`config.mk`:
```
export PLATFORM = sky130hd
export DESIGN_NAME = sdie_sysif
export DESIGN_NICKNAME = d
export VERILOG_FILES = /design/src/core/sdie_pkg.sv /design/src/core/sdie_chk_if.sv /design/src/core/sdie_sysif.sv /design/src/core/sdie_check.sv
export SDC_FILE = /design/constraint.sdc
export NUM_CORES = 1
export LEC_CHECK = 0
export BUFFER_PORTS_ARGS = -buffer_cell sky130_fd_sc_hd__buf_2
export CAP_MARGIN = 20
export CORE_AREA = 2 2 145 147
export CTS_CLUSTER_SIZE = 40
export DETAILED_ROUTE_END_ITERATION = 8
export DIE_AREA = 0 0 147 149
export GPL_TIMING_DRIVEN = 0
export HOLD_SLACK_MARGIN = 0.05
export PLACE_DENSITY = 0.77
export SLEW_MARGIN = 25
export SYNTH_ARGS = -nofsm -noshare
export SYNTH_HDL_FRONTEND = slang
export SYNTH_SLANG_ARGS = --single-unit
export TNS_END_PERCENT = 50
```
`constraint.sdc`:
```
create_clock -name clk_sys -period 1.81 [get_ports clk_sys]
set_clock_uncertainty 0.15 [all_clocks]
set_input_delay 0.0905 -clock clk_sys [delete_from_list [all_inputs] [get_ports clk_sys]]
set_output_delay 0.0905 -clock clk_sys [all_outputs]
set_load 0.1 [all_outputs]
```
`src/core/sdie_pkg.sv`:
```
// Shared constants of the system interface data identifier and error block
package sdie_pkg;

	// ==========================================================
	// Register map
	localparam logic [35:0] SDIE_MODE_ADDR = 36'hF_FF10_0000;
	localparam logic [35:0] SDIE_STAT_ADDR = 36'hF_FF10_0004;

	// ==========================================================
	// Mode register fields and reset values
	localparam int SDIE_RATE_BIT = 0;
	localparam int SDIE_WMODE_LSB = 1;
	localparam int SDIE_RSV3_BIT = 3;
	localparam int SDIE_MID_LSB = 4;
	localparam int SDIE_TOP_LSB = 20;
	localparam logic SDIE_RATE_RST = 1'h0;
	localparam logic [1:0] SDIE_WMODE_RST = 2'h0;
	localparam logic SDIE_RSV3_RST = 1'h0;
	localparam logic [15:0] SDIE_MID_RST = 16'hFFFF;
	localparam logic [11:0] SDIE_TOP_READ = 12'h000;

	// Single write protocol codes
	localparam logic [1:0] SDIE_WM_LEGACY = 2'h0;
	localparam logic [1:0] SDIE_WM_RSVD = 2'h1;
	localparam logic [1:0] SDIE_WM_PIPE = 2'h2;
	localparam logic [1:0] SDIE_WM_REISSUE = 2'h3;

	// ==========================================================
	// Status register fields
	localparam int SDIE_ST_RDWAIT_BIT = 0;
	localparam int SDIE_ST_ALT_BIT = 1;
	localparam int SDIE_ST_BLK_BIT = 2;

	// ==========================================================
	// Command bus and data identifier fields
	localparam int SDIE_CMD_W = 9;
	localparam int SDIE_ID_MARK_BIT = 8;
	localparam int SDIE_LAST_BIT = 7;
	localparam int SDIE_RESP_BIT = 6;
	localparam int SDIE_ERR_BIT = 5;
	localparam int SDIE_NOCHK_BIT = 4;
	localparam logic [4:0] SDIE_ID_RSV_FILL = 5'h1F;

	// ==========================================================
	// Request sizes seen by the address aligner
	localparam logic [2:0] SDIE_SZ_BYTE = 3'h0;
	localparam logic [2:0] SDIE_SZ_HALF = 3'h1;
	localparam logic [2:0] SDIE_SZ_TRI = 3'h2;
	localparam logic [2:0] SDIE_SZ_WORD = 3'h3;
	localparam logic [2:0] SDIE_SZ_BLOCK = 3'h4;

	// ==========================================================
	// Timing counts in clock cycles
	localparam int SDIE_GOOD_ERR_LAT = 2;
	localparam int SDIE_CHK_ERR_LAT = 3;
	localparam logic [1:0] SDIE_RATE_IDLE = 2'h2;
	localparam logic [1:0] SDIE_TAIL_LOAD = 2'h3;
	localparam int SDIE_TMO_W = 16;
	localparam logic [15:0] SDIE_TMO_DEFAULT = 16'h0400;

endpackage

```
`src/core/sdie_chk_if.sv`:
```
// Carrier between the receive path and the check bit evaluator
`timescale 1ns/1ns
interface sdie_chk_if;
	logic [31:0] data;
	logic [3:0] check;
	logic mismatch;

	modport eval (
		input data,
		input check,
		output mismatch
	);
	modport user (
		output data,
		output check,
		input mismatch
	);
endinterface

```
`src/core/sdie_sysif.sv`:
```
// System interface data identifier, addressing and data error block
//
// What this block does
// Any party driving a data cycle sets command bus bit 8 to one.
// Identifiers are non-coherent only; bits 2:0 are reserved.
// Bit 7 zero marks the final element, one means more follow.
// Bit 6 zero marks read response data, one means not response.
// Bit 5 zero means good data, one means error data.
// Any returned element flagged as error raises a bus error.
// Outgoing data with a parity error is still sent, flagged as error.
// External bit 4 zero asks for checking, one suppresses it.
// Processor identifiers reserve bits 4:3; external ones reserve bit 3.
// The agent drives reserved bits to one; ignores ours.
// A check bit error on any read response element with checking on raises a bus error.
// Good-data flag errors raise the exception two cycles after receipt.
// Check bit errors raise the exception three cycles after receipt.
// One exception signal, no indication of its source.
// A bus error during a block refill invalidates the line.
// The agent still delivers the whole block after an error.
// Block and word requests clear the two low address bits.
// Half-words clear address bit 0; byte and tri-byte stay exact.
// Mode register sits at its fixed address, read/write, word only.
// Mode bits 2:1 pick single write protocol, reset 00.
// Mode bit 0 picks block write rate; one adds two idle cycles.
// Software writes ones to 31:20 and 19:4, zero to bit 3.
// In alternate mode a read without reply in time raises bus error.
//
// Chosen here: the strobed register port.
`timescale 1ns/1ns
module sdie_sysif
	import sdie_pkg::*;
#(
	parameter logic [SDIE_TMO_W-1:0] READ_TIMEOUT = SDIE_TMO_DEFAULT
) (
	// Clock and reset
	input wire logic clk_sys,
	input wire logic rst,
	// Register port
	input wire logic [35:0] reg_addr,
	input wire logic [31:0] reg_wdata,
	input wire logic reg_wr,
	input wire logic reg_rd,
	output logic [31:0] reg_rdata,
	// System command bus and data, two-way pins
	input wire logic [SDIE_CMD_W-1:0] system_command_bus_in,
	output logic [SDIE_CMD_W-1:0] system_command_bus_out,
	output logic system_command_bus_oe_n,
	input wire logic [31:0] sys_data_in,
	input wire logic [3:0] sys_check_in,
	output logic [31:0] sys_data_out,
	output logic sys_data_oe_n,
	// Link handshake pins
	input wire logic ext_valid_n,
	output logic proc_valid_n,
	input wire logic protocol_select_pin,
	// Outgoing data from the core
	input wire logic tx_valid,
	output logic tx_ready,
	input wire logic [31:0] tx_data,
	input wire logic tx_last,
	input wire logic tx_resp,
	input wire logic tx_block,
	input wire logic tx_parity_err,
	// Received data to the core
	output logic rx_valid,
	output logic [31:0] rx_data,
	output logic rx_last,
	output logic rx_resp,
	// Address requests from the core
	input wire logic req_valid,
	input wire logic [35:0] req_addr,
	input wire logic [2:0] req_size,
	output logic addr_valid,
	output logic [35:0] addr_out,
	// Read tracking, exceptions and mode outputs
	input wire logic read_issue,
	output logic bus_error,
	output logic line_invalid,
	output logic [1:0] write_mode
);
	// ==========================================================
	// State
	typedef struct packed {
		// Mode register fields and register read data
		logic [15:0] mid;
		logic rsv3;
		logic [1:0] wmode;
		logic rate;
		logic [31:0] rdata;

		// Pin synchronisers, two stages each
		logic [SDIE_CMD_W-1:0] cmd_s1;
		logic [SDIE_CMD_W-1:0] cmd_s2;
		logic [31:0] dat_s1;
		logic [31:0] dat_s2;
		logic [3:0] chk_s1;
		logic [3:0] chk_s2;
		logic ev_s1;
		logic ev_s2;
		logic mode_s1;
		logic mode_s2;

		// Error latency pipes and the merged exception
		logic gd_pipe;
		logic [1:0] cb_pipe;
		logic bus_err;

		// Block refill tracking
		logic blk;
		logic refill_err;
		logic [1:0] tail;
		logic line_inv;

		// Transmit side
		logic [1:0] idle_cnt;
		logic [SDIE_CMD_W-1:0] cmd_out;
		logic [31:0] data_out;
		logic drive;

		// Receive side handed to the core
		logic rx_v;
		logic [31:0] rx_d;
		logic rx_l;
		logic rx_r;

		// Address aligner
		logic addr_v;
		logic [35:0] addr;

		// Read reply timer
		logic rd_wait;
		logic [SDIE_TMO_W-1:0] tmo_cnt;
	} sdie_state_t;

	sdie_state_t st;
	sdie_state_t next_st;

	sdie_chk_if chk_bus ();

	logic rx_elem;
	logic is_resp;
	logic check_on;
	logic good_fail;
	logic check_fail;
	logic tmo_hit;
	logic accept;
	logic alt_mode;

	// ==========================================================
	// Check bit evaluation on the synchronised element
	assign chk_bus.data = st.dat_s2;
	assign chk_bus.check = st.chk_s2;

	sdie_check #(
		.LANES(4)
	) u_check (
		.chk(chk_bus.eval)
	);

	// ==========================================================
	// Receive decode
	// Only data cycles count; commands from the agent have bit 8 clear.
	assign rx_elem = st.ev_s2 & st.cmd_s2[SDIE_ID_MARK_BIT];
	assign is_resp = ~st.cmd_s2[SDIE_RESP_BIT];
	// Bits 3 and 2:0 are reserved and never looked at.
	assign check_on = ~st.cmd_s2[SDIE_NOCHK_BIT];
	// Error latency counts from the second flop, not from the pins
	assign good_fail = rx_elem & is_resp & st.cmd_s2[SDIE_ERR_BIT];
	assign check_fail = rx_elem & is_resp & check_on & chk_bus.mismatch;
	// Pin low selects the alternate protocol
	assign alt_mode = ~st.mode_s2;
	assign tmo_hit = st.rd_wait & (st.tmo_cnt == READ_TIMEOUT);

	// Rate pacing stalls the core between block write words
	assign accept = tx_valid & tx_ready;
	assign tx_ready = (st.idle_cnt == 2'h0);

	// ==========================================================
	// Address alignment
	function automatic logic [35:0] sdie_align(input logic [35:0] a,
		input logic [2:0] sz);
		logic [35:0] r;
		r = a;
		case (sz)
			SDIE_SZ_BLOCK, SDIE_SZ_WORD: r[1:0] = 2'h0;
			SDIE_SZ_HALF: r[0] = 1'h0;
			SDIE_SZ_BYTE, SDIE_SZ_TRI: r = a;
			// Reserved sizes pass through untouched
			default: r = a;
		endcase
		return r;
	endfunction

	// ==========================================================
	// Next state
	always_comb begin
		next_st = st;

		// Pins pass two flops before any logic sees them
		next_st.cmd_s1 = system_command_bus_in;
		next_st.cmd_s2 = st.cmd_s1;
		next_st.dat_s1 = sys_data_in;
		next_st.dat_s2 = st.dat_s1;
		next_st.chk_s1 = sys_check_in;
		next_st.chk_s2 = st.chk_s1;
		next_st.ev_s1 = ~ext_valid_n;
		next_st.ev_s2 = st.ev_s1;
		next_st.mode_s1 = protocol_select_pin;
		next_st.mode_s2 = st.mode_s1;

		// Register port; only whole words exist on this port
		next_st.rdata = 32'h0000_0000;
		if (reg_wr && reg_addr == SDIE_MODE_ADDR) begin
			// Top field is read-only; the rest store as written
			next_st.mid = reg_wdata[SDIE_TOP_LSB-1:SDIE_MID_LSB];
			next_st.rsv3 = reg_wdata[SDIE_RSV3_BIT];
			next_st.wmode = reg_wdata[SDIE_WMODE_LSB +: 2];
			next_st.rate = reg_wdata[SDIE_RATE_BIT];
		end
		if (reg_rd) begin
			case (reg_addr)
				SDIE_MODE_ADDR: begin
					next_st.rdata = {SDIE_TOP_READ, st.mid, st.rsv3,
						st.wmode, st.rate};
				end
				SDIE_STAT_ADDR: begin
					next_st.rdata[SDIE_ST_RDWAIT_BIT] = st.rd_wait;
					next_st.rdata[SDIE_ST_ALT_BIT] = alt_mode;
					next_st.rdata[SDIE_ST_BLK_BIT] = st.blk;
				end
				default: next_st.rdata = 32'h0000_0000;
			endcase
		end

		// Received element handed to the core
		next_st.rx_v = rx_elem;
		next_st.rx_d = st.dat_s2;
		next_st.rx_l = rx_elem & ~st.cmd_s2[SDIE_LAST_BIT];
		next_st.rx_r = rx_elem & is_resp;

		// Error latency pipes; both end in the one exception
		next_st.gd_pipe = good_fail;
		next_st.cb_pipe = {st.cb_pipe[0], check_fail};
		next_st.bus_err = st.gd_pipe | st.cb_pipe[1] | tmo_hit;

		// Block refill tracking; errors of the last element still land
		// within the tail window
		if (next_st.bus_err && (st.blk || st.tail != 2'h0)) begin
			next_st.refill_err = 1'h1;
		end
		next_st.line_inv = 1'h0;
		if (st.tail != 2'h0) begin
			next_st.tail = st.tail - 2'h1;
			if (st.tail == 2'h1) begin
				next_st.line_inv = st.refill_err | next_st.bus_err;
				next_st.refill_err = 1'h0;
			end
		end
		if (rx_elem && is_resp) begin
			if (st.cmd_s2[SDIE_LAST_BIT]) begin
				next_st.blk = 1'h1;
			end else if (st.blk) begin
				// The agent sends the full block even after an error
				next_st.blk = 1'h0;
				next_st.tail = SDIE_TAIL_LOAD;
			end
		end

		// Outgoing data cycle
		next_st.drive = accept;
		if (accept) begin
			next_st.cmd_out[SDIE_ID_MARK_BIT] = 1'h1;
			next_st.cmd_out[SDIE_LAST_BIT] = ~tx_last;
			next_st.cmd_out[SDIE_RESP_BIT] = ~tx_resp;
			// Parity-damaged words still go out, marked bad
			next_st.cmd_out[SDIE_ERR_BIT] = tx_parity_err;
			next_st.cmd_out[4:0] = SDIE_ID_RSV_FILL;
			next_st.data_out = tx_data;
			// Single words never load the idle count; only block words are paced
			if (tx_block && st.rate) begin
				next_st.idle_cnt = SDIE_RATE_IDLE;
			end
		end else if (st.idle_cnt != 2'h0) begin
			next_st.idle_cnt = st.idle_cnt - 2'h1;
		end

		// Address aligner
		next_st.addr_v = req_valid;
		if (req_valid) begin
			next_st.addr = sdie_align(req_addr, req_size);
		end

		// Read reply timer, only in the alternate protocol
		if (tmo_hit || (rx_elem && is_resp)) begin
			next_st.rd_wait = 1'h0;
			next_st.tmo_cnt = '0;
		end else if (st.rd_wait) begin
			next_st.tmo_cnt = st.tmo_cnt + 1'b1;
		end
		// A new read wins over a reply or timeout in the same cycle
		if (read_issue && alt_mode) begin
			next_st.rd_wait = 1'h1;
			next_st.tmo_cnt = '0;
		end
	end

	// ==========================================================
	// State register
	always_ff @(posedge clk_sys) begin
		if (rst) begin
			st <= '0;
			st.mid <= SDIE_MID_RST;
			st.rsv3 <= SDIE_RSV3_RST;
			st.wmode <= SDIE_WMODE_RST;
			st.rate <= SDIE_RATE_RST;
			// Pin idles high, so start in the normal protocol
			st.mode_s1 <= 1'h1;
			st.mode_s2 <= 1'h1;
		end else begin
			st <= next_st;
		end
	end

	// ==========================================================
	// Outputs
	assign reg_rdata = st.rdata;
	assign system_command_bus_out = st.cmd_out;
	// Both buses and the valid strobe turn together
	assign system_command_bus_oe_n = ~st.drive;
	assign sys_data_out = st.data_out;
	assign sys_data_oe_n = ~st.drive;
	assign proc_valid_n = ~st.drive;
	assign rx_valid = st.rx_v;
	assign rx_data = st.rx_d;
	assign rx_last = st.rx_l;
	assign rx_resp = st.rx_r;
	assign addr_valid = st.addr_v;
	assign addr_out = st.addr;
	assign bus_error = st.bus_err;
	assign line_invalid = st.line_inv;
	assign write_mode = st.wmode;
endmodule

```
`src/core/sdie_check.sv`:
```
// Check bit evaluator: one even parity bit per byte lane
`timescale 1ns/1ns
module sdie_check #(
	parameter int LANES = 4
) (
	// Element and its check bits
	sdie_chk_if.eval chk
);
	logic [LANES-1:0] lane_bad;

	// ==========================================================
	// Per-lane parity compare
	genvar g;
	generate
		for (g = 0; g < LANES; g++) begin : g_lane
			assign lane_bad[g] = ^{chk.data[8*g +: 8], chk.check[g]};
		end
	endgenerate

	assign chk.mismatch = |lane_bad;
endmodule

```
==> results.yml, run 1 <==
logic_synthesis:
  synth.most_common_cell: "sky130_fd_sc_hd__dfxtp_1"
  synth_top_cell_by_area: "sky130_fd_sc_hd__dfxtp_1"
  synth.yosys.seq_area_share_pct: 52.3
  yosys.cell_types.count: 47
  total_of_flip_flops_plus_latches_after_synthesis: 263
  postSynth.asyncResetShare_pct: 0
  gate_count_of_the_mapped_netlist: 1008
  most_frequent_cells_after_synthesis: "sky130_fd_sc_hd__dfxtp_1, sky130_fd_sc_hd__buf_4, sky130_fd_sc_hd__nor2b_1"
  ys_warn_count: 0
  syn_area_um2: 10100
  post_synth.cell_area_avg_um2: 9.99
  synth_enable_flop_cells: 0
  netlist_top_cells_area: "sky130_fd_sc_hd__dfxtp_1, sky130_fd_sc_hd__buf_4, sky130_fd_sc_hd__nor2b_1"
  synth_ff_type: "sky130_fd_sc_hd__dfxtp_1"
  synth.top_cell.area_share_pct: 52.3
final_layout:
  design.final.nets: 1726
  stdcell_area_um2: 14700
  instances_no_fill: 1824
  fillCellCount: 1396
  flow.area_growth_from_synthesis_pct: 45.5
  utilization_pct: 71.3
  drive_gt1_share_pct: 36.7
global_route:
  grt_first_pass_wirelength_um: 44000
  grt_pass1_vias: 8679
  global_route.overflow_total: 0
  grt_antenna_before_repair: 2
  grt_util_all_layers_pct: 25.2
  grt_max_degree: 15
pwr:
  finalPower_mw: 16.3
  total_power_per_unit_cell_area_nw_per_um2: 1110
  total_leakage_power_nw: 6.82
  worst_ir_drop_vdd_mv: 0.849
routing:
  drt.antenna.violating_nets: 0
  finalWirelength_um: 29100
  dr.pass1.iters: 5
  dr.first_iter.drc_count: 316
  routed-via-count: 8642
  drt_drc: 0
  post_drt_via_cell_ratio: 4.74
  wire_per_inst_um: 16.0
sta:
  worstMarginPinSlew_ns: 0.882
  worst_relative_slew_slack_pct: 41.2
  fin_tns_setup_ns: 0
  clock.fmax_mhz: 564
  count_of_final_max_slew_check_failures: 0
  final_setup_viols: 0
  setup_ws_ns: 0.0366
  final_hold_viols: 0
  grt_setup_unrepaired: "yes"
  finalWorstPathRequiredPeriod_ns: 1.77
  timing.final.crit_share_pct: 98.0
  hold_ws_ns: 0.102
clock_network:
  clock_latency_at_the_later_pin_of_the_worst_skew_pair_ns: 0.53
  path_clk_slew_ns: 0.06
  cts_tree: "done"
  cts_buffer_depth: 3
  library_cell_used_as_clock_root_buffer: "sky130_fd_sc_hd__clkbuf_16"
  clock_sink_count: 263
  cts_buffers: 26
  clock_tree.htree_level_count: 1
floorplanning:
  dieArea_um2: 21900
  rows: 53
  floorplan.initialDensity_pct: 49.0
  die_height_um: 149
  num_io_pins: 350
  floorplan.core_area_um2: 20600
  width_of_the_die_um: 147
worst_setup_path:
  critical_path.startpoint: "st[16]"
  worstSetupStartpointType: "register"
  worst_setup_path_endpoint: "st[15]"
  cpLargestDelayFamily: "simple AND/OR/NAND/NOR gates"
  crit_path_max_fanout: 9
  r2r-end: "st[15]"
  r2r_cells: 6
  cp_data_required_time_ns: 2.12
  critical_path_cell_count: 6
  critical_path.endpoint_type: "register"
  crit_arrival_ns: 2.08
  crit_path_cell_trace: "buf_4 > and4_1 > buf_2 > nand4_1 > or3_1 > a21oi_1"
  worst_path_largest_cell_delay_ns: 0.40
  timing.reg2reg.setup_slack_ns: 0.04
  setup.worst_path.class: "reg2reg"
  rr_startpoint: "st[16]"
  cp.buffers_inverters: 2
  slowest_cp_cell: "sky130_fd_sc_hd__or3_1"
place:
  buffer_ports.inserted: 318
  dpl.cell_count: 1612
  placedInstanceArea_um2: 12100
  hpwlAfterDp_um: 18200
  finalWeightedCongestion: 0.836
  preCtsSetupSlack_ns: -0.410
worst_hold_path:
  hold_path.class: "in2reg"
outcome:
  run_status: "complete, no violations"
flow_run:
  max_cap_violations: 0
## registers in the layout (all words and copies together) (netlist names)
name / count
addr_out: 36
st: 51
rx_resp: 1
rx_last: 1
reg_rdata: 20
line_invalid: 1
system_command_bus_out: 4
write_mode: 2
next_st: 44
chk_bus.check: 4
bus_error: 1
sys_data_out: 32
rx_data: 32
chk_bus.data: 32
addr_valid: 1
rx_valid: 1
## final cells by class
type | instances | area (um^2) | area share, %
sequential | 263 | 5270 | 35.9
multi-input combinational | 548 | 3570 | 24.4
timing repair buffer | 479 | 3210 | 21.9
buffer | 198 | 1340 | 9.13
clock buffer | 37 | 752 | 5.13
tap | 275 | 344 | 2.35
clock inverter | 11 | 129 | 0.879
inverter | 10 | 37.5 | 0.256
antenna | 3 | 7.51 | 0.0512
## worst reg2reg max path: stages (launching register included)
cell	delay [ns]
sky130_fd_sc_hd__dfxtp_1	0.31
sky130_fd_sc_hd__buf_4	0.15
sky130_fd_sc_hd__and4_1	0.17
sky130_fd_sc_hd__buf_2	0.15
sky130_fd_sc_hd__nand4_1	0.22
sky130_fd_sc_hd__or3_1	0.40
sky130_fd_sc_hd__a21oi_1	0.14
## worst min path at each step
| stage | cells after the start | slack [ns] | start | to |
|---|---|---|---|---|
| floorplan | 1 | 0.01 | ext_valid_n | next_st[144] |
| global placement | 2 | 0.10 | ext_valid_n | next_st[144] |
| detailed placement | 2 | 0.11 | ext_valid_n | next_st[144] |
| CTS | 5 | -0.04 | reg_addr[9] | reg_rdata[4] |
| global route | 6 | 0.12 | reg_addr[14] | reg_rdata[8] |
| finish | 4 | 0.10 | req_valid | addr_out[0] |
## per-layer routing
| metal | up-vias | track usage (%) | share of wire, % |
|---|---|---|---|
| li1 | 4173 | - | - |
| met4 | 0 | 13.0 | 5.5 |
| met3 | 122 | 5.81 | 6.7 |
| met2 | 339 | 46.0 | 51 |
| met1 | 4008 | 27.5 | 37 |
| met5 | - | 0 | 0 |
## where the power goes
part | total, mW | switching (mW) | internal [mW]
registers | 6.31 | 0.181 | 6.13
logic | 4.51 | 3.21 | 1.30
clock network | 5.46 | 2.27 | 3.19
total | 16.3 | 5.66 | 10.6
## placed cells by master (no fill, tap or decap), types with 3 or more instances in the layout
| master | synthesis | final |
|---|---|---|
| sky130_fd_sc_hd__a21oi_1 | 46 | 46 |
| sky130_fd_sc_hd__nand2_1 | 76 | 75 |
| sky130_fd_sc_hd__nor4_1 | 7 | 3 |
| sky130_fd_sc_hd__a31oi_1 | 16 | 16 |
| sky130_fd_sc_hd__nor2_1 | 69 | 69 |
| sky130_fd_sc_hd__clkbuf_1 | 36 | 36 |
| sky130_fd_sc_hd__nor2b_1 | 118 | 118 |
| sky130_fd_sc_hd__buf_1 | 7 | 6 |
| sky130_fd_sc_hd__dfxtp_1 | 263 | 263 |
| sky130_fd_sc_hd__or3_1 | 4 | 4 |
| sky130_fd_sc_hd__xnor3_1 | 4 | 4 |
| sky130_fd_sc_hd__dlygate4sd3_1 | 0 | 157 |
| sky130_fd_sc_hd__nor3_1 | 3 | 3 |
| sky130_fd_sc_hd__conb_1 | 1 | 12 |
| sky130_fd_sc_hd__or2_2 | 3 | 3 |
| sky130_fd_sc_hd__clkbuf_2 | 0 | 3 |
| sky130_fd_sc_hd__buf_6 | 3 | 3 |
| sky130_fd_sc_hd__xor2_1 | 13 | 13 |
| sky130_fd_sc_hd__mux2i_1 | 38 | 38 |
| sky130_fd_sc_hd__clkbuf_16 | 0 | 26 |
| sky130_fd_sc_hd__inv_1 | 10 | 10 |
| sky130_fd_sc_hd__and2_1 | 21 | 20 |
| sky130_fd_sc_hd__buf_2 | 6 | 316 |
| sky130_fd_sc_hd__clkinvlp_4 | 0 | 5 |
| sky130_fd_sc_hd__o21ai_0 | 3 | 3 |
| sky130_fd_sc_hd__diode_2 | 0 | 3 |
| sky130_fd_sc_hd__clkinv_2 | 0 | 3 |
| sky130_fd_sc_hd__o21ai_1 | 16 | 16 |
| sky130_fd_sc_hd__a211oi_1 | 5 | 4 |
| sky130_fd_sc_hd__buf_4 | 146 | 160 |
| sky130_fd_sc_hd__o31ai_2 | 4 | 4 |
| sky130_fd_sc_hd__clkbuf_8 | 0 | 6 |
| sky130_fd_sc_hd__xnor2_1 | 23 | 23 |
| sky130_fd_sc_hd__nand3_1 | 7 | 7 |
| sky130_fd_sc_hd__nand4_1 | 13 | 13 |
| sky130_fd_sc_hd__nor4_2 | 19 | 22 |
| sky130_fd_sc_hd__nand2b_1 | 4 | 4 |
| sky130_fd_sc_hd__and4_1 | 4 | 4 |
## cells by family after synthesis
logic type / share of synthesized area (%)
muxes: 3.78
adders and majority gates: 0.373
other: 0.0372
and+or+nand+nor: 20.6
AOI/OAI and AO/OA: 5.44
buffers and inverters: 13.5
xor gates and xnor gates: 4.03
DFF: 52.3
## what timing repair did
action,in CTS,in global routing
hold endpoints to repair,163,0
endpoints found under the setup margin,25,63
resized for setup,12,21
setup buffers,0,4
hold buffers,157,0
pin swaps,2,3
No activity file was read; power rests on OpenSTA's default activity.
==> inputs of run 2 (changes only) <==
- CORE_AREA: 2 2 145 147 -> 2 2 190 192
- DIE_AREA: 0 0 147 149 -> 0 0 192 194
- PLACE_DENSITY: 0.77 -> 0.49
- REMOVE_ABC_BUFFERS: default -> 1
==> run 2 against run 1 <==
Compared with the run above:
- the run now ends with negative hold slack left
- die area increased by 70%
- via count decreased by 9.3%
- critical path depth down 2
==> results.yml, run 2 (synthesis results as in run 1) <==
worst_setup_path:
  worstSetupStartpointType: "register"
  crit_arrival_ns: 2.06
  r2r_cells: 4
  setup.worst_path.class: "reg2reg"
  critical_path.startpoint: "st[16]"
  cp_data_required_time_ns: 2.14
  rr_startpoint: "st[16]"
  crit_path_max_fanout: 9
  timing.reg2reg.setup_slack_ns: 0.08
  critical_path.endpoint_type: "register"
  r2r-end: "st[15]"
  worst_setup_path_endpoint: "st[15]"
sta:
  final_setup_viols: 0
  worst_relative_slew_slack_pct: 38.4
  finalWorstPathRequiredPeriod_ns: 1.73
  worstMarginPinSlew_ns: 0.925
  fin_tns_setup_ns: 0
  final_hold_viols: 6
  count_of_final_max_slew_check_failures: 0
  clock.fmax_mhz: 579
  hold_ws_ns: -0.0971
  timing.final.crit_share_pct: 95.4
  setup_ws_ns: 0.0825
floorplanning:
  width_of_the_die_um: 192
  floorplan.core_area_um2: 35200
  rows: 69
  floorplan.initialDensity_pct: 28.6
  num_io_pins: 350
  die_height_um: 194
  dieArea_um2: 37200
final_layout:
  utilization_pct: 41.1
  layout.cells.most_common_list: "sky130_fd_sc_hd__buf_2, sky130_fd_sc_hd__dfxtp_1, sky130_fd_sc_hd__dlygate4sd3_1"
  antenna-diode-count: 0
  drive_gt1_share_pct: 30.8
  stdcell_area_um2: 14500
  design.final.nets: 1596
  largest_register_ffs: 51
  instances_no_fill: 1881
  layout_commonest_cell: "sky130_fd_sc_hd__buf_2"
  regMostFlops: "st"
  flow.area_growth_from_synthesis_pct: 43.8
clock_network:
  library_cell_used_as_clock_root_buffer: "sky130_fd_sc_hd__clkbuf_16"
  clock_latency_at_the_later_pin_of_the_worst_skew_pair_ns: 0.55
  cts_tree: "done"
  clock_tree.htree_level_count: 1
  cts_buffers: 30
  clock_sink_count: 263
  cts_buffer_depth: 3
  path_clk_slew_ns: 0.06
pwr:
  total_leakage_power_nw: 6.45
  finalPower_mw: 16.7
  worst_ir_drop_vdd_mv: 1.51
  total_power_per_unit_cell_area_nw_per_um2: 1150
worst_hold_path:
  hold_path.class: "in2reg"
  whs_path_depth: 5
  worstHoldStart: "reg_wr"
flow_run:
  max_cap_violations: 0
routing:
  routed-via-count: 7834
  dr.first_iter.drc_count: 201
  wire_per_inst_um: 13.7
  dr.pass1.iters: 4
  finalWirelength_um: 25800
  post_drt_via_cell_ratio: 4.16
  drt.antenna.violating_nets: 0
  drt_drc: 0
outcome:
  violations_in_the_final_reports: "negative hold slack"
  run_status: "complete, but fails checks"
place:
  placedInstanceArea_um2: 11100
  finalWeightedCongestion: 0.725
  preCtsSetupSlack_ns: -0.724
  buffer_ports.inserted: 321
  hpwlAfterDp_um: 15700
  dpl.cell_count: 1609
global_route:
  grt_util_all_layers_pct: 13.2
  global_route.overflow_total: 0
  grt_first_pass_wirelength_um: 40200
  grt_antenna_before_repair: 0
  grt_max_degree: 92
  grt_pass1_vias: 7871
[run 2: cell types whose count changed in the layout (fill, tap and decap cells not counted), moves of 4 or more]
cell,before,now
sky130_fd_sc_hd__buf_1,6,0
sky130_fd_sc_hd__clkbuf_16,26,31
sky130_fd_sc_hd__buf_4,160,2
sky130_fd_sc_hd__clkbuf_1,36,4
sky130_fd_sc_hd__buf_2,316,320
sky130_fd_sc_hd__clkbuf_8,6,12
sky130_fd_sc_hd__dlygate4sd3_1,157,211
[run 2: cell type report]
class                      instances  area [um^2]
timing repair buffer             542         3900
tap                              461          577
sequential                       263         5270
clock buffer                      47          956
fill                            3451        20700
multi-input combinational        549         3640
inverter                          10         41.3
clock inverter                     9          101
[run 2: where the power goes]
| part | internal (mW) | leakage (nW) | switching [mW] | total (mW) |
|---|---|---|---|---|
| sequential | 6.13 | 2.16 | 0.161 | 6.30 |
| clock | 3.89 | 0.525 | 2.45 | 6.34 |
| combinational | 1.02 | 3.77 | 3.04 | 4.06 |
| total | 11.0 | 6.45 | 5.65 | 16.7 |
[run 2: worst min-delay path by stage]
stage                         end  slack (ns)
floorplan            next_st[144]       0.007
detailed placement   next_st[144]        0.11
CTS                  reg_rdata[1]       -0.29
global route        write_mode[0]       -0.08
global placement     next_st[144]        0.10
finish              write_mode[0]        -0.1
[run 2: what timing repair did]
| item | in CTS | in global routing |
|---|---|---|
| gates resized for setup | 6 | 22 |
| cloned | 0 | 1 |
| hold buffers | 198 | 15 |
| endpoints found under the setup margin | 47 | 45 |
| pin swaps | 1 | 2 |
| hold endpoints to repair | 213 | 55 |
| setup buffers | 2 | 0 |
[run 2: routing by layer]
layer	GRT usage, %	vias up	share of wire [%]
met2	22.9	254	48
met5	0	-	0
met1	15.9	3619	42
met4	3.82	0	2.1
li1	-	3923	-
met3	3.58	38	7.2
[run 2: worst max-delay path: stages (launching register included)]
cell	delay, ns
sky130_fd_sc_hd__dfxtp_2	0.43
sky130_fd_sc_hd__and4_2	0.32
sky130_fd_sc_hd__nand4_1	0.23
sky130_fd_sc_hd__or3_1	0.41
sky130_fd_sc_hd__a21oi_1	0.13
==> inputs of run 3 (changes only) <==
- MAX_ROUTING_LAYER: default -> met4
==> run 3 against run 2 <==
Compared with the run above:
- the run still ends with negative hold slack left
- sequential power barely moved
- worst setup slack improved by 0.00084 ns
- highest routed layer unchanged
- register-to-register slack barely moved
- largest power group unchanged
- utilization stayed put
- critical endpoint unchanged
==> results.yml, run 3 (synthesis results as in run 1) <==
routing:
  finalWirelength_um: 25700
  drt.antenna.violating_nets: 0
  routed-via-count: 7859
  dr.pass1.iters: 6
  drt_drc: 0
  wire_per_inst_um: 13.7
  post_drt_via_cell_ratio: 4.18
  dr.first_iter.drc_count: 216
final_layout:
  antenna-diode-count: 0
  drive_gt1_share_pct: 30.8
  design.final.nets: 1596
  flow.area_growth_from_synthesis_pct: 43.8
  largest_register_ffs: 51
  fillCellCount: 3451
  regMostFlops: "st"
  layout.cells.most_common_list: "sky130_fd_sc_hd__buf_2, sky130_fd_sc_hd__dfxtp_1, sky130_fd_sc_hd__dlygate4sd3_1"
  layout_commonest_cell: "sky130_fd_sc_hd__buf_2"
global_route:
  global_route.overflow_total: 0
  grt_pass1_vias: 7903
  grt_max_degree: 92
  grt_util_all_layers_pct: 13.6
  grt_first_pass_wirelength_um: 40100
  grt_antenna_before_repair: 0
floorplanning:
  width_of_the_die_um: 192
  dieArea_um2: 37200
  num_io_pins: 350
  die_height_um: 194
  floorplan.initialDensity_pct: 28.6
  rows: 69
  floorplan.core_area_um2: 35200
worst_setup_path:
  crit_arrival_ns: 2.06
  rr_startpoint: "st[16]"
  cp_data_required_time_ns: 2.14
  timing.reg2reg.setup_slack_ns: 0.08
  cp.buffers_inverters: 0
  critical_path.endpoint_type: "register"
  cpLargestDelayFamily: "simple AND/OR/NAND/NOR gates"
  crit_path_max_fanout: 9
  worstSetupStartpointType: "register"
  slowest_cp_cell: "sky130_fd_sc_hd__dfxtp_2"
  critical_path.startpoint: "st[16]"
  setup.worst_path.class: "reg2reg"
  crit_path_cell_trace: "and4_2 > nand4_1 > or3_1 > a21oi_1"
  worst_path_largest_cell_delay_ns: 0.42
pwr:
  total_leakage_power_nw: 6.45
  worst_ir_drop_vdd_mv: 1.51
  total_power_per_unit_cell_area_nw_per_um2: 1150
clock_network:
  cts_tree: "done"
  clock_tree.htree_level_count: 1
  library_cell_used_as_clock_root_buffer: "sky130_fd_sc_hd__clkbuf_16"
  path_clk_slew_ns: 0.06
  cts_buffer_depth: 3
  clock_latency_at_the_later_pin_of_the_worst_skew_pair_ns: 0.55
  clock_sink_count: 263
  cts_buffers: 30
sta:
  clock.fmax_mhz: 579
  setup_ws_ns: 0.0833
  fin_tns_setup_ns: 0
  timing.final.crit_share_pct: 95.4
  worst_relative_slew_slack_pct: 38.5
  count_of_final_max_slew_check_failures: 0
  hold_ws_ns: -0.0989
  final_setup_viols: 0
  finalWorstPathRequiredPeriod_ns: 1.73
  final_hold_viols: 6
  worstMarginPinSlew_ns: 0.922
flow_run:
  max_cap_violations: 0
place:
  preCtsSetupSlack_ns: -0.724
  hpwlAfterDp_um: 15700
  finalWeightedCongestion: 0.734
  buffer_ports.inserted: 321
worst_hold_path:
  hold_path.class: "in2reg"
  worstHoldStart: "reg_wr"
outcome:
  run_status: "complete, but fails checks"
  violations_in_the_final_reports: "negative hold slack"
## run 3: cell counts in the layout (fill, tap and decap cells not counted)
No cell type changed its count.
## run 3: timing repair
item / CTS / global route
buffers inserted: 2 / 0
hold buffers: 198 / 15
endpoints found under the setup margin: 47 / 45
gates cloned: 0 / 1
pin swaps: 1 / 2
hold endpoints to repair: 213 / 55
resized for setup: 6 / 22
## run 3: tightest hold or removal path, stage by stage
cell and delay [ns]:
sky130_fd_sc_hd__buf_2 0.11, sky130_fd_sc_hd__nand2b_4 0.08, sky130_fd_sc_hd__nor4_2 0.10, sky130_fd_sc_hd__nand4_1 0.11, sky130_fd_sc_hd__a21oi_1 0.06
## run 3: final timing paths
kind / endpoint / depth (start not counted)
hold reg to reg: st[142] / 1
setup reg to reg: st[15] / 4
setup / recovery: st[15] / 4
hold / removal: write_mode[0] / 5
## run 3: per-layer routing
metal	part of all wire, %	vias to the layer above	wire length (um)	global-route usage, %
met5	0	-	0	-
met4	1.9	0	494	3.82
li1	-	3920	-	-
met2	49	250	12500	23.0
met1	43	3651	11000	16.3
met3	6.8	38	1740	2.88
## run 3: area by class of cell
| cell class | instances | area, um^2 | area share (%) |
|---|---|---|---|
| inverters | 10 | 41.3 | 0.285 |
| well taps | 461 | 577 | 3.98 |
| clock inverters | 9 | 101 | 0.700 |
| flip-flops and latches | 263 | 5270 | 36.4 |
| multi-input cells | 549 | 3640 | 25.1 |
| clock buffers | 47 | 956 | 6.60 |
| repair buffers | 542 | 3900 | 26.9 |
## run 3: where the power goes
group          internal, mW  switching (mW)  leakage, nW
sequential             6.13           0.161         2.16
clock                  3.89            2.45        0.525
combinational          1.02            3.04         3.77
## run 3: stage by stage
stage	hold slack (ns)	total power [mW]	utilization, %	area (um^2)	cells
after floorplan	0.00719	9.18	-	8790	821
after global placement	0.104	10.0	31.2	11000	1603
after detailed placement	0.111	10.0	31.5	11100	1609
after CTS	-0.293	16.8	40.3	14200	1865
after global routing	-0.0812	17.4	41.1	14500	1881
final	-0.0989	16.7	41.1	14500	1881
